### config.mk
export PLATFORM = sky130hd
export DESIGN_NAME = cfp_core_regs
export DESIGN_NICKNAME = d
export VERILOG_FILES = /design/src/core/cfp_pkg.sv /design/src/core/cfp_core_regs.sv /design/src/core/cfp_alu.sv
export SDC_FILE = /design/constraint.sdc
export NUM_CORES = 1
export LEC_CHECK = 0
export ABC_AREA = 0
export BUFFER_PORTS_ARGS = -buffer_cell sky130_fd_sc_hd__buf_2
export CAP_MARGIN = 15
export CORE_MARGIN = 2
export CORE_UTILIZATION = 50
export DETAILED_ROUTE_END_ITERATION = 10
export HOLD_SLACK_MARGIN = 0.05
export PLACE_DENSITY = 0.75
export SKIP_LAST_GASP = 1
export SLEW_MARGIN = 15
export SYNTH_ARGS = -nofsm -noshare
export SYNTH_HDL_FRONTEND = slang
export SYNTH_HIERARCHICAL = 1
export SYNTH_SLANG_ARGS = --single-unit
### constraint.sdc
create_clock -name clk -period 3.3 [get_ports clk]
set_input_delay 0.33 -clock clk [delete_from_list [all_inputs] [get_ports clk]]
set_output_delay 0.33 -clock clk [all_outputs]
set_load 0.02 [all_outputs]
### src/core/cfp_pkg.sv
// Purpose: Shared constants and types for the CPU core register and flag block
// Assumes: One 100 MHz clock, asynchronous active-low reset
// Notes:   Stack memory lives outside; this block only drives its strobes
package cfp_pkg;

  // Condition register bit positions
  localparam int unsigned CFP_BIT_C  = 0;
  localparam int unsigned CFP_BIT_Z  = 1;
  localparam int unsigned CFP_BIT_N  = 2;
  localparam int unsigned CFP_BIT_I0 = 3;
  localparam int unsigned CFP_BIT_H  = 4;
  localparam int unsigned CFP_BIT_I1 = 5;
  localparam int unsigned CFP_MSB    = 7;

  // Reset values; undefined condition bits are taken as zero
  localparam logic [1:0]  CFP_CC_TOP    = 2'h3;   // Bits 7:6 always read one
  localparam logic [5:0]  CFP_CC_RST    = 6'h28;  // Low six bits of 8'he8
  localparam logic [7:0]  CFP_DATA_RST  = 8'h00;
  localparam logic [15:0] CFP_PC_RST    = 16'h0000;
  localparam logic [7:0]  CFP_SP_HI     = 8'h01;  // Upper stack byte fixed
  localparam logic [7:0]  CFP_SP_LO_RST = 8'hff;

  // Priority levels as {high bit, low bit}
  localparam logic [1:0] CFP_LVL_MAIN = 2'h2;
  localparam logic [1:0] CFP_LVL_ONE  = 2'h1;
  localparam logic [1:0] CFP_LVL_TWO  = 2'h0;
  localparam logic [1:0] CFP_LVL_DIS  = 2'h3;

  // Stack frame lengths
  localparam logic [2:0] CFP_N_INTR = 3'h5;
  localparam logic [2:0] CFP_N_CALL = 3'h2;
  localparam logic [2:0] CFP_N_CC   = 3'h1;

  // Instruction classes presented by the instruction decoder
  typedef enum logic [4:0] {
    CFP_OP_NOP    = 5'h00,
    CFP_OP_ALU    = 5'h01,
    CFP_OP_SCF    = 5'h02,
    CFP_OP_RCF    = 5'h03,
    CFP_OP_RIM    = 5'h04,
    CFP_OP_SIM    = 5'h05,
    CFP_OP_HALT   = 5'h06,
    CFP_OP_WFE    = 5'h07,
    CFP_OP_BRANCH = 5'h08,
    CFP_OP_BTJ    = 5'h09,
    CFP_OP_JP     = 5'h0a,
    CFP_OP_CALL   = 5'h0b,
    CFP_OP_RET    = 5'h0c,
    CFP_OP_INTERRUPT_RETURN_INSTR   = 5'h0d,
    CFP_OP_INTR   = 5'h0e,
    CFP_OP_PUSHCC = 5'h0f,
    CFP_OP_POPCC  = 5'h10,
    CFP_OP_RSP    = 5'h11
  } cfp_op_e;

  // ALU functions
  typedef enum logic [3:0] {
    CFP_ALU_LD  = 4'h0,
    CFP_ALU_ADD = 4'h1,
    CFP_ALU_ADC = 4'h2,
    CFP_ALU_SUB = 4'h3,
    CFP_ALU_AND = 4'h4,
    CFP_ALU_OR  = 4'h5,
    CFP_ALU_XOR = 4'h6,
    CFP_ALU_SLL = 4'h7,
    CFP_ALU_SRL = 4'h8,
    CFP_ALU_RLC = 4'h9
  } cfp_alu_e;

  // Branch conditions
  typedef enum logic [3:0] {
    CFP_CND_ALWAYS = 4'h0,
    CFP_CND_H      = 4'h1,
    CFP_CND_NH     = 4'h2,
    CFP_CND_MI     = 4'h3,
    CFP_CND_PL     = 4'h4,
    CFP_CND_EQ     = 4'h5,
    CFP_CND_NE     = 4'h6,
    CFP_CND_C      = 4'h7,
    CFP_CND_NC     = 4'h8
  } cfp_cond_e;

  // Destination of an ALU result
  typedef enum logic [1:0] {
    CFP_DST_A = 2'h0,
    CFP_DST_X = 2'h1,
    CFP_DST_Y = 2'h2
  } cfp_dst_e;

  // Stack sequencer states
  typedef enum logic [1:0] {
    CFP_ST_IDLE  = 2'h0,
    CFP_ST_PUSH  = 2'h1,
    CFP_ST_ISSUE = 2'h2,
    CFP_ST_TAKE  = 2'h3
  } cfp_state_e;

  // Stack frame kinds
  typedef enum logic [1:0] {
    CFP_K_INTR = 2'h0,
    CFP_K_CALL = 2'h1,
    CFP_K_CC   = 2'h2
  } cfp_kind_e;

  // Byte carried by one stack slot
  typedef enum logic [2:0] {
    CFP_SEL_PCL = 3'h0,
    CFP_SEL_PCH = 3'h1,
    CFP_SEL_X   = 3'h2,
    CFP_SEL_A   = 3'h3,
    CFP_SEL_CC  = 3'h4
  } cfp_sel_e;

endpackage : cfp_pkg

### src/core/cfp_core_regs.sv
// Purpose: CPU core register set with condition flags and stack sequencer
// Assumes: Instruction decoder drives op ports; stack RAM answers stk_re in the same cycle
// Notes:   Functional notes
// Functional notes
// - Eight-bit accumulator holds operands and results
// - Two eight-bit index registers for address/data
// - Interrupt entry and return leave Y untouched
// - Sixteen-bit PC kept as separate low/high bytes
// - Core registers have no data memory address
// - Condition register resets to pattern 111x1xxx
// - Flags individually set/tested; whole register pushed/popped
// - Half carry set by carry from bit three
// - Branches test half carry set or clear
// - Negative flag copies result bit seven
// - Zero flag set when result is zero
// - Carry records overflow; set/reset carry instructions force it
// - Bit test, shifts, rotates update carry; tested both ways
// - Priority bits encode software level zero to three
// - Interrupt entry loads priority from source registers
// - Enable, disable, return, halt, wait, pop write priority
// - Interrupt pushes five bytes low PC first; call two
// - Stack pointer resets 01ff, decrement after push, increment before pop
`timescale 1ns/1ps
`default_nettype none
module cfp_core_regs (
  input  wire logic                clk,            // 100 MHz core clock
  input  wire logic                rstn,           // Asynchronous reset, active low
  input  wire logic                op_valid,       // Instruction presented
  input  wire cfp_pkg::cfp_op_e    op,             // Instruction class
  input  wire cfp_pkg::cfp_alu_e   alu_func,       // ALU function
  input  wire cfp_pkg::cfp_dst_e   dst_sel,        // ALU destination
  input  wire cfp_pkg::cfp_cond_e  cond_sel,       // Branch condition
  input  wire logic [2:0]          bit_sel,        // Bit index for bit test
  input  wire logic [7:0]          operand,        // Data operand
  input  wire logic [7:0]          rel_offset,     // Signed branch offset
  input  wire logic [2:0]          op_len,         // Instruction length in bytes
  input  wire logic [15:0]         target,         // Jump, call or vector address
  input  wire logic [1:0]          irq_level,      // Source priority register bits
  input  wire logic [7:0]          stk_rdata,      // Stack read data
  output logic                     op_ready,       // Ready for an instruction
  output logic [7:0]               acc,            // Accumulator
  output logic [7:0]               idx_x,          // First index register
  output logic [7:0]               idx_y,          // Second index register
  output logic [7:0]               pc_low_byte,    // Program counter low byte
  output logic [7:0]               pc_high_byte,   // Program counter high byte
  output logic [15:0]              stack_ptr,      // Stack pointer
  output logic [7:0]               condition_flags_and_priority, // Condition register
  output logic                     branch_taken,   // Pulse: branch was taken
  output logic                     stk_we,         // Stack write strobe
  output logic                     stk_re,         // Stack read strobe
  output logic [15:0]              stk_addr,       // Stack address
  output logic [7:0]               stk_wdata       // Stack write data
);

  // Architectural registers
  logic [7:0]            acc_reg, acc_next;   // Accumulator
  logic [7:0]            x_reg, x_next;       // Index X
  logic [7:0]            y_reg, y_next;       // Index Y
  logic [7:0]            pcl_reg, pch_reg;    // PC bytes
  logic [15:0]           pc_next;             // Next PC as one word
  logic [5:0]            cc_reg, cc_next;     // Low six condition bits
  logic [7:0]            sp_reg, sp_next;     // Stack pointer low byte
  // Sequencer registers
  cfp_pkg::cfp_state_e   st_reg, st_next;
  cfp_pkg::cfp_kind_e    kind_reg, kind_next;
  logic [2:0]            step_reg, step_next;
  logic [15:0]           tgt_reg, tgt_next;   // Address loaded at frame end
  logic [1:0]            lvl_reg, lvl_next;   // Level loaded at interrupt end
  logic                  rdy_reg, rdy_next;
  logic                  br_reg, br_next;
  logic                  we_reg, we_next;
  logic                  re_reg, re_next;
  logic [15:0]           addr_reg, addr_next;
  logic [7:0]            wd_reg, wd_next;

  // Frame length of a kind
  function automatic logic [2:0] frame_len(input cfp_pkg::cfp_kind_e k);
    unique case (k)
      cfp_pkg::CFP_K_INTR: frame_len = cfp_pkg::CFP_N_INTR;
      cfp_pkg::CFP_K_CALL: frame_len = cfp_pkg::CFP_N_CALL;
      default:             frame_len = cfp_pkg::CFP_N_CC;
    endcase
  endfunction : frame_len

  // Byte in slot i of a frame, slot 0 nearest the old stack top
  function automatic cfp_pkg::cfp_sel_e slot_sel(input cfp_pkg::cfp_kind_e k,
                                                 input logic [2:0] i);
    if (k == cfp_pkg::CFP_K_CC) begin
      slot_sel = cfp_pkg::CFP_SEL_CC;
    end else begin
      unique case (i)
        3'h0:    slot_sel = cfp_pkg::CFP_SEL_PCL;   // Low PC first
        3'h1:    slot_sel = cfp_pkg::CFP_SEL_PCH;
        3'h2:    slot_sel = cfp_pkg::CFP_SEL_X;
        3'h3:    slot_sel = cfp_pkg::CFP_SEL_A;
        default: slot_sel = cfp_pkg::CFP_SEL_CC;
      endcase
    end
  endfunction : slot_sel

  // Branch condition against a condition byte
  function automatic logic cond_true(input cfp_pkg::cfp_cond_e cd,
                                     input logic [5:0] f);
    unique case (cd)
      cfp_pkg::CFP_CND_H:  cond_true = f[cfp_pkg::CFP_BIT_H];
      cfp_pkg::CFP_CND_NH: cond_true = !f[cfp_pkg::CFP_BIT_H];
      cfp_pkg::CFP_CND_MI: cond_true = f[cfp_pkg::CFP_BIT_N];
      cfp_pkg::CFP_CND_PL: cond_true = !f[cfp_pkg::CFP_BIT_N];
      cfp_pkg::CFP_CND_EQ: cond_true = f[cfp_pkg::CFP_BIT_Z];
      cfp_pkg::CFP_CND_NE: cond_true = !f[cfp_pkg::CFP_BIT_Z];
      cfp_pkg::CFP_CND_C:  cond_true = f[cfp_pkg::CFP_BIT_C];
      cfp_pkg::CFP_CND_NC: cond_true = !f[cfp_pkg::CFP_BIT_C];
      default:             cond_true = 1'b1;
    endcase
  endfunction : cond_true

  // Register file reached only through the op port, no address
  wire logic        accept   = op_valid && rdy_reg;
  wire logic [15:0] pc_cur   = {pch_reg, pcl_reg};
  wire logic [15:0] pc_seq   = pc_cur + {13'h0000, op_len};
  wire logic [15:0] pc_rel   = pc_seq + {{8{rel_offset[7]}}, rel_offset};
  wire logic [7:0]  cc_full  = {cfp_pkg::CFP_CC_TOP, cc_reg};
  wire logic        last     = (step_reg == frame_len(kind_reg) - 3'h1);
  wire logic        is_pop   = (st_reg == cfp_pkg::CFP_ST_TAKE);

  // Slot index; pops walk the frame backwards
  wire logic [2:0]  slot_idx = is_pop ? (frame_len(kind_reg) - 3'h1 - step_reg)
                                      : step_reg;
  wire cfp_pkg::cfp_sel_e sel = slot_sel(kind_reg, slot_idx);

  // Push data mux; Y has no slot at all
  wire logic [7:0] push_byte = (sel == cfp_pkg::CFP_SEL_PCL) ? pcl_reg :
                               (sel == cfp_pkg::CFP_SEL_PCH) ? pch_reg :
                               (sel == cfp_pkg::CFP_SEL_X)   ? x_reg   :
                               (sel == cfp_pkg::CFP_SEL_A)   ? acc_reg : cc_full;

  // ALU operand selection
  wire logic [7:0] alu_a = (dst_sel == cfp_pkg::CFP_DST_X) ? x_reg :
                           (dst_sel == cfp_pkg::CFP_DST_Y) ? y_reg : acc_reg;
  logic [7:0] alu_res;
  logic       alu_h;
  logic       alu_c;
  logic       alu_h_upd;
  logic       alu_c_upd;

  // Bit test result, fed into the carry before the condition check
  wire logic       bit_val = operand[bit_sel];
  wire logic [5:0] cc_btj  = {cc_reg[5:1], bit_val};

  cfp_alu u_alu (
    .func  (alu_func),
    .a     (alu_a),
    .b     (operand),
    .cin   (cc_reg[cfp_pkg::CFP_BIT_C]),
    .res   (alu_res),
    .h     (alu_h),
    .c     (alu_c),
    .h_upd (alu_h_upd),
    .c_upd (alu_c_upd)
  );

  // Next-state logic for registers and the stack sequencer
  always_comb begin
    acc_next  = acc_reg;
    x_next    = x_reg;
    y_next    = y_reg;
    pc_next   = pc_cur;
    cc_next   = cc_reg;
    sp_next   = sp_reg;
    st_next   = st_reg;
    kind_next = kind_reg;
    step_next = step_reg;
    tgt_next  = tgt_reg;
    lvl_next  = lvl_reg;
    rdy_next  = rdy_reg;
    br_next   = 1'b0;
    we_next   = 1'b0;
    re_next   = 1'b0;
    addr_next = addr_reg;
    wd_next   = wd_reg;
    unique case (st_reg)
      cfp_pkg::CFP_ST_IDLE: begin
        if (accept) begin
          pc_next = pc_seq;
          unique case (op)
            cfp_pkg::CFP_OP_ALU: begin
              // Result and flags land on the same edge
              unique case (dst_sel)
                cfp_pkg::CFP_DST_X: x_next = alu_res;
                cfp_pkg::CFP_DST_Y: y_next = alu_res;
                default:            acc_next = alu_res;
              endcase
              cc_next[cfp_pkg::CFP_BIT_N] = alu_res[cfp_pkg::CFP_MSB];
              cc_next[cfp_pkg::CFP_BIT_Z] = (alu_res == 8'h00);
              if (alu_h_upd) cc_next[cfp_pkg::CFP_BIT_H] = alu_h;
              if (alu_c_upd) cc_next[cfp_pkg::CFP_BIT_C] = alu_c;
            end
            cfp_pkg::CFP_OP_SCF: cc_next[cfp_pkg::CFP_BIT_C] = 1'b1;
            cfp_pkg::CFP_OP_RCF: cc_next[cfp_pkg::CFP_BIT_C] = 1'b0;
            // Priority written by instructions
            cfp_pkg::CFP_OP_RIM,
            cfp_pkg::CFP_OP_HALT,
            cfp_pkg::CFP_OP_WFE: begin
              {cc_next[cfp_pkg::CFP_BIT_I1], cc_next[cfp_pkg::CFP_BIT_I0]} =
                cfp_pkg::CFP_LVL_MAIN;
            end
            cfp_pkg::CFP_OP_SIM: begin
              {cc_next[cfp_pkg::CFP_BIT_I1], cc_next[cfp_pkg::CFP_BIT_I0]} =
                cfp_pkg::CFP_LVL_DIS;
            end
            cfp_pkg::CFP_OP_BRANCH: begin
              br_next = cond_true(cond_sel, cc_reg);
              pc_next = br_next ? pc_rel : pc_seq;
            end
            cfp_pkg::CFP_OP_BTJ: begin
              cc_next = cc_btj;
              br_next = cond_true(cond_sel, cc_btj);
              pc_next = br_next ? pc_rel : pc_seq;
            end
            cfp_pkg::CFP_OP_JP: pc_next = target;
            cfp_pkg::CFP_OP_RSP: sp_next = cfp_pkg::CFP_SP_LO_RST;
            cfp_pkg::CFP_OP_CALL,
            cfp_pkg::CFP_OP_INTR,
            cfp_pkg::CFP_OP_PUSHCC: begin
              // Interrupt saves the current PC, call the following one
              if (op == cfp_pkg::CFP_OP_INTR) pc_next = pc_cur;
              kind_next = (op == cfp_pkg::CFP_OP_INTR) ? cfp_pkg::CFP_K_INTR :
                          (op == cfp_pkg::CFP_OP_CALL) ? cfp_pkg::CFP_K_CALL :
                                                          cfp_pkg::CFP_K_CC;
              tgt_next  = target;
              lvl_next  = irq_level;
              step_next = 3'h0;
              rdy_next  = 1'b0;
              st_next   = cfp_pkg::CFP_ST_PUSH;
            end
            cfp_pkg::CFP_OP_RET,
            cfp_pkg::CFP_OP_INTERRUPT_RETURN_INSTR,
            cfp_pkg::CFP_OP_POPCC: begin
              kind_next = (op == cfp_pkg::CFP_OP_INTERRUPT_RETURN_INSTR) ? cfp_pkg::CFP_K_INTR :
                          (op == cfp_pkg::CFP_OP_RET)  ? cfp_pkg::CFP_K_CALL :
                                                          cfp_pkg::CFP_K_CC;
              step_next = 3'h0;
              rdy_next  = 1'b0;
              st_next   = cfp_pkg::CFP_ST_ISSUE;
            end
            cfp_pkg::CFP_OP_NOP: pc_next = pc_seq;
            default: pc_next = pc_cur;   // Illegal code is ignored
          endcase
        end
      end
      cfp_pkg::CFP_ST_PUSH: begin
        // Write at pointer, then decrement
        we_next   = 1'b1;
        addr_next = {cfp_pkg::CFP_SP_HI, sp_reg};
        wd_next   = push_byte;
        sp_next   = sp_reg - 8'h01;
        step_next = step_reg + 3'h1;
        if (last) begin
          st_next  = cfp_pkg::CFP_ST_IDLE;
          rdy_next = 1'b1;
          if (kind_reg != cfp_pkg::CFP_K_CC) pc_next = tgt_reg;
          if (kind_reg == cfp_pkg::CFP_K_INTR) begin
            // Level from the source priority registers
            {cc_next[cfp_pkg::CFP_BIT_I1], cc_next[cfp_pkg::CFP_BIT_I0]} = lvl_reg;
          end
        end
      end
      cfp_pkg::CFP_ST_ISSUE: begin
        // Increment before the read
        sp_next   = sp_reg + 8'h01;
        re_next   = 1'b1;
        addr_next = {cfp_pkg::CFP_SP_HI, sp_reg + 8'h01};
        st_next   = cfp_pkg::CFP_ST_TAKE;
      end
      cfp_pkg::CFP_ST_TAKE: begin
        // Restore one byte; Y is never a target
        unique case (sel)
          cfp_pkg::CFP_SEL_PCL: pc_next[7:0]  = stk_rdata;
          cfp_pkg::CFP_SEL_PCH: pc_next[15:8] = stk_rdata;
          cfp_pkg::CFP_SEL_X:   x_next = stk_rdata;
          cfp_pkg::CFP_SEL_A:   acc_next = stk_rdata;
          default:              cc_next = stk_rdata[5:0];
        endcase
        step_next = step_reg + 3'h1;
        if (last) begin
          st_next  = cfp_pkg::CFP_ST_IDLE;
          rdy_next = 1'b1;
        end else begin
          st_next  = cfp_pkg::CFP_ST_ISSUE;
        end
      end
    endcase
  end

  // Architectural state; values at reset
  always_ff @(posedge clk or negedge rstn) begin
    if (!rstn) begin
      acc_reg <= cfp_pkg::CFP_DATA_RST;
      x_reg   <= cfp_pkg::CFP_DATA_RST;
      y_reg   <= cfp_pkg::CFP_DATA_RST;
      pcl_reg <= cfp_pkg::CFP_PC_RST[7:0];
      pch_reg <= cfp_pkg::CFP_PC_RST[15:8];
      cc_reg  <= cfp_pkg::CFP_CC_RST;
      sp_reg  <= cfp_pkg::CFP_SP_LO_RST;
    end else begin
      acc_reg <= acc_next;
      x_reg   <= x_next;
      y_reg   <= y_next;
      pcl_reg <= pc_next[7:0];
      pch_reg <= pc_next[15:8];
      cc_reg  <= cc_next;
      sp_reg  <= sp_next;
    end
  end

  // Sequencer and strobe state
  always_ff @(posedge clk or negedge rstn) begin
    if (!rstn) begin
      st_reg   <= cfp_pkg::CFP_ST_IDLE;
      kind_reg <= cfp_pkg::CFP_K_CC;
      step_reg <= 3'h0;
      tgt_reg  <= cfp_pkg::CFP_PC_RST;
      lvl_reg  <= cfp_pkg::CFP_LVL_DIS;
      rdy_reg  <= 1'b1;
      br_reg   <= 1'b0;
      we_reg   <= 1'b0;
      re_reg   <= 1'b0;
      addr_reg <= {cfp_pkg::CFP_SP_HI, cfp_pkg::CFP_SP_LO_RST};
      wd_reg   <= cfp_pkg::CFP_DATA_RST;
    end else begin
      st_reg   <= st_next;
      kind_reg <= kind_next;
      step_reg <= step_next;
      tgt_reg  <= tgt_next;
      lvl_reg  <= lvl_next;
      rdy_reg  <= rdy_next;
      br_reg   <= br_next;
      we_reg   <= we_next;
      re_reg   <= re_next;
      addr_reg <= addr_next;
      wd_reg   <= wd_next;
    end
  end

  // Outputs straight from flip-flops; fixed bits are constants
  assign op_ready     = rdy_reg;
  assign acc          = acc_reg;
  assign idx_x        = x_reg;
  assign idx_y        = y_reg;
  assign pc_low_byte  = pcl_reg;
  assign pc_high_byte = pch_reg;
  assign stack_ptr    = {cfp_pkg::CFP_SP_HI, sp_reg};
  assign condition_flags_and_priority = cc_full;
  assign branch_taken = br_reg;
  assign stk_we       = we_reg;
  assign stk_re       = re_reg;
  assign stk_addr     = addr_reg;
  assign stk_wdata    = wd_reg;

endmodule : cfp_core_regs
`default_nettype wire

### src/core/cfp_alu.sv
// Purpose: Combinational ALU producing result and carry-type flags
// Assumes: Caller derives sign and zero flags from the result
// Notes:   Half carry only meaningful for add forms
`timescale 1ns/1ps
`default_nettype none
module cfp_alu (
  input  wire cfp_pkg::cfp_alu_e func,     // Operation
  input  wire logic [7:0]        a,        // Left operand
  input  wire logic [7:0]        b,        // Right operand
  input  wire logic              cin,      // Current carry flag
  output logic [7:0]             res,      // Result
  output logic                   h,        // Half carry
  output logic                   c,        // Carry or borrow
  output logic                   h_upd,    // Half carry is to be written
  output logic                   c_upd     // Carry is to be written
);

  // Carry-in only for add-with-carry
  wire logic       add_cin = (func == cfp_pkg::CFP_ALU_ADC) ? cin : 1'b0;
  wire logic [8:0] sum9    = {1'b0, a} + {1'b0, b} + {8'h00, add_cin};
  wire logic [4:0] nib5    = {1'b0, a[3:0]} + {1'b0, b[3:0]} + {4'h0, add_cin};
  wire logic [8:0] diff9   = {1'b0, a} - {1'b0, b};

  // Function select; flags not written keep their old value outside
  always_comb begin
    res   = b;
    h     = 1'b0;
    c     = cin;
    h_upd = 1'b0;
    c_upd = 1'b0;
    unique case (func)
      cfp_pkg::CFP_ALU_LD:  res = b;
      cfp_pkg::CFP_ALU_ADD,
      cfp_pkg::CFP_ALU_ADC: begin
        res   = sum9[7:0];
        h     = nib5[4];    // Carry out of bit 3
        c     = sum9[8];
        h_upd = 1'b1;
        c_upd = 1'b1;
      end
      cfp_pkg::CFP_ALU_SUB: begin
        res   = diff9[7:0];
        c     = diff9[8];   // Borrow
        c_upd = 1'b1;
      end
      cfp_pkg::CFP_ALU_AND: res = a & b;
      cfp_pkg::CFP_ALU_OR:  res = a | b;
      cfp_pkg::CFP_ALU_XOR: res = a ^ b;
      cfp_pkg::CFP_ALU_SLL: begin
        res   = {b[6:0], 1'b0};
        c     = b[7];
        c_upd = 1'b1;
      end
      cfp_pkg::CFP_ALU_SRL: begin
        res   = {1'b0, b[7:1]};
        c     = b[0];
        c_upd = 1'b1;
      end
      cfp_pkg::CFP_ALU_RLC: begin
        res   = {b[6:0], cin};
        c     = b[7];
        c_upd = 1'b1;
      end
      default: res = b;     // Unused codes act as a load
    endcase
  end

endmodule : cfp_alu
`default_nettype wire

==> metrics.cfg <==
[logic_synthesis]
synth_xor_area_frac=0.0432
netlist_area_mm2=0.00892
ys.flop_type=dfrtp_1
yosys.area.top_type=dfrtp_1
netlist-cell-type-count=92
ys_async_sr_fraction=1.00
synth-seq-cells=99
synth_top_family_by_area=compound AO/OA/AOI/OAI gates
syn_area_per_cell_um2=8.54
yosys.area_share.simple=0.185
synth_top_cells_by_area=dfrtp_1 (22%), ha_1 (7.7%), dfstp_2 (6.5%)
synthTopCellsByCount=nand2_1 (109), dfrtp_1 (77), a21oi_1 (70), nor2_1 (66), o21ai_0 (61)
synthAdderAreaFrac=0.0907
seq_area_frac_synth=0.281
synth-edff-count=0
yosys_warnings=6
post-synth-top-count-cell=nand2_1
synthMuxAreaShare=0.109
synth_compound_area_frac=0.224
syn_inst=1044
synth_top_cell_area_share=0.216

[route]
drtIter0Drc=1049
drc=0
first_pass_iters=6
wl_per_cell_um=20.8
vias=9248
wl_mm=30.9
drtAntennaViolNets=0
via_per_inst=6.22

[layout]
fin_cells=1486
seq_area_mm2=0.00251
nets=1383
final_util=0.636
largest_reg_flops=16
drive_above_1_share=0.324
num_antenna_cells=0
final.fill_count=1519
multiInputGateArea_mm2=0.00615
area_growth_pct=23.9

[clock_tree]
insertion_delay_ns=0.36
root_buffer=clkbuf_16
cts_sinks=99
numCtsBuffers=9
htreeDepth=3
clockBufferDepth=2
tritoncts=done
clkTransAtPathRegs_ns=0.07

[power]
power_density_mw_per_mm2=277
power_frac_clock=0.336
vdd_ir_drop_max_mv=0.252
p_leak_nw=5.14
switchingPower_w=0.000951
switching_share=0.310
seqPwrFrac=0.408
intPower_w=0.00211
p_comb_frac=0.256

[grt]
antenna_found_initial=0
grt_pass1_wl_mm=46.2
grtUsageTotal=0.321
grt_max_degree=84
grt_overflow=0
grt_pass1_vias=8395

[sta]
finalMaxSlewViolations=0
max_freq_ghz=0.308
worst_slew_pin_slew_ns=0.776
fin_skew_ns=0.00847
relSlewSlack=0.481
fin_crit_ns=3.24
whs_ns=0.202
hold_viol=0
rsz0062_at_grt=yes
fin_crit_sh=0.982
finalSetupViolCount=0

[worst_setup_path]
crit_fanout=3
critPathKind=flop to flop
crit_path_start_kind=flop
end_kind=flop
cp_data_arrival_time_ns=3.45
rrSetupSlack_ns=0.06
worstPathRequired_ns=3.51

[placed_design]
hpwl_mm=23.7
gp_congestion=0.952
post-place-cells=1462
numPortBuffers=139

[die]
rows=48
die_area_mm2=0.0189
start_util=0.514
core_mm2=0.0174
die_w_um=138
ios=158
die_h_um=138

[hold_path]
hold_class=primary input to flop

[job]
cap_violations=0

[outcome]
status=complete, no violations

critical path, cell delays in order, from the launching register on:
cell,delay (ns)
dfrtp_2,0.43
ha_4,0.17
buf_6,0.11
a211oi_4,0.25
nor2_2,0.08
and4_1,0.23
xor2_2,0.17
ha_1,0.33
a21o_1,0.25
o41ai_4,0.36
o21ai_2,0.14
a311oi_2,0.22
xor2_1,0.21
o221ai_1,0.13
area by class of cell:
| type | count | area share |
|---|---|---|
| multi-input cells | 835 | 0.557 |
| clock inverters | 3 | 0.00170 |
| inverters | 57 | 0.0194 |
| clock buffers | 13 | 0.0237 |
| repair buffers | 254 | 0.146 |
| flip-flops and latches | 99 | 0.227 |
| well taps | 225 | 0.0255 |
repair_timing:
item,in CTS,in global routing
resized for setup,8,49
setup buffers,1,6
pin swaps,2,26
hold buffers,1,0
setup endpoints to repair,5,22
hold endpoints to repair,6,0
cell usage in the layout, fill, tap and decap left out, types with 20 or more instances in the layout:
master	synthesis	routed
buf_2	19	138
nand2_1	109	109
buf_4	18	109
dfrtp_1	77	76
a21oi_1	70	66
nor2_1	66	64
inv_1	55	54
o21ai_0	61	50
ha_1	55	50
mux2_2	42	42
nand3_1	38	37
mux2i_1	28	26
xnor2_1	27	22
dfstp_2	22	22
nor3_1	22	21
conb_1	2	20
per-stage QoR:
| step | setup slack (ns) | power, W | area, um^2 | setup TNS [ns] |
|---|---|---|---|---|
| floorplan | 0.0175 | 0.00170 | 9010 | 0 |
| global placement | -0.340 | 0.00200 | 10400 | -2.99 |
| global route | -0.0209 | 0.00318 | 11000 | -0.0391 |
| finish | 0.0583 | 0.00306 | 11000 | 0 |
| CTS | -0.00380 | 0.00303 | 10800 | -0.00380 |
| detailed placement | -0.394 | 0.00200 | 10400 | -4.65 |
metal layers:
metal,part of all wire,up-vias,track usage
li1,-,4203,-
met1,0.42,4458,0.447
met2,0.46,510,0.501
met3,0.080,77,0.0475
met4,0.040,0,0.133
met5,0,-,0
final timing paths:
path,startpoint,end,depth (start not counted)
worst max register to register,pc_low_byte[0]$_DFFE_PN0P_,pc_high_byte[6]$_DFFE_PN0P_,13
min in group asynchronous,rstn,stk_wdata[1]$_DFFE_PN0P_,2
worst max-delay path,pc_low_byte[0]$_DFFE_PN0P_,pc_high_byte[6]$_DFFE_PN0P_,13
max in group asynchronous,rstn,idx_y[4]$_DFFE_PN0P_,3
worst min-delay path,irq_level[0],lvl_reg[0]$_DFFE_PN1P_,2
worst min register to register,stk_addr[7]$_DFFE_PN1N_,stk_addr[7]$_DFFE_PN1N_,2
power by group through the flow:
stage	clock, W	sequential [W]	combinational (W)
4_1_cts	0.00104	0.00125	0.000740
3_5_place_dp	0	0.00127	0.000732
6_report	0.00103	0.00125	0.000784
3_3_place_gp	0	0.00127	0.000726
2_1_floorplan	0	0.00128	0.000418
5_1_grt	0.00109	0.00125	0.000843
cell families after synthesis:
group / Yosys count
AOI/OAI and AO/OA: 294
xor gates and xnor gates: 44
adders and majority gates: 61
buffers and inverters: 128
DFF: 99
muxes: 80
other: 2
and+or+nand+nor: 336
Note: power is estimated with default switching activity, not from simulation.
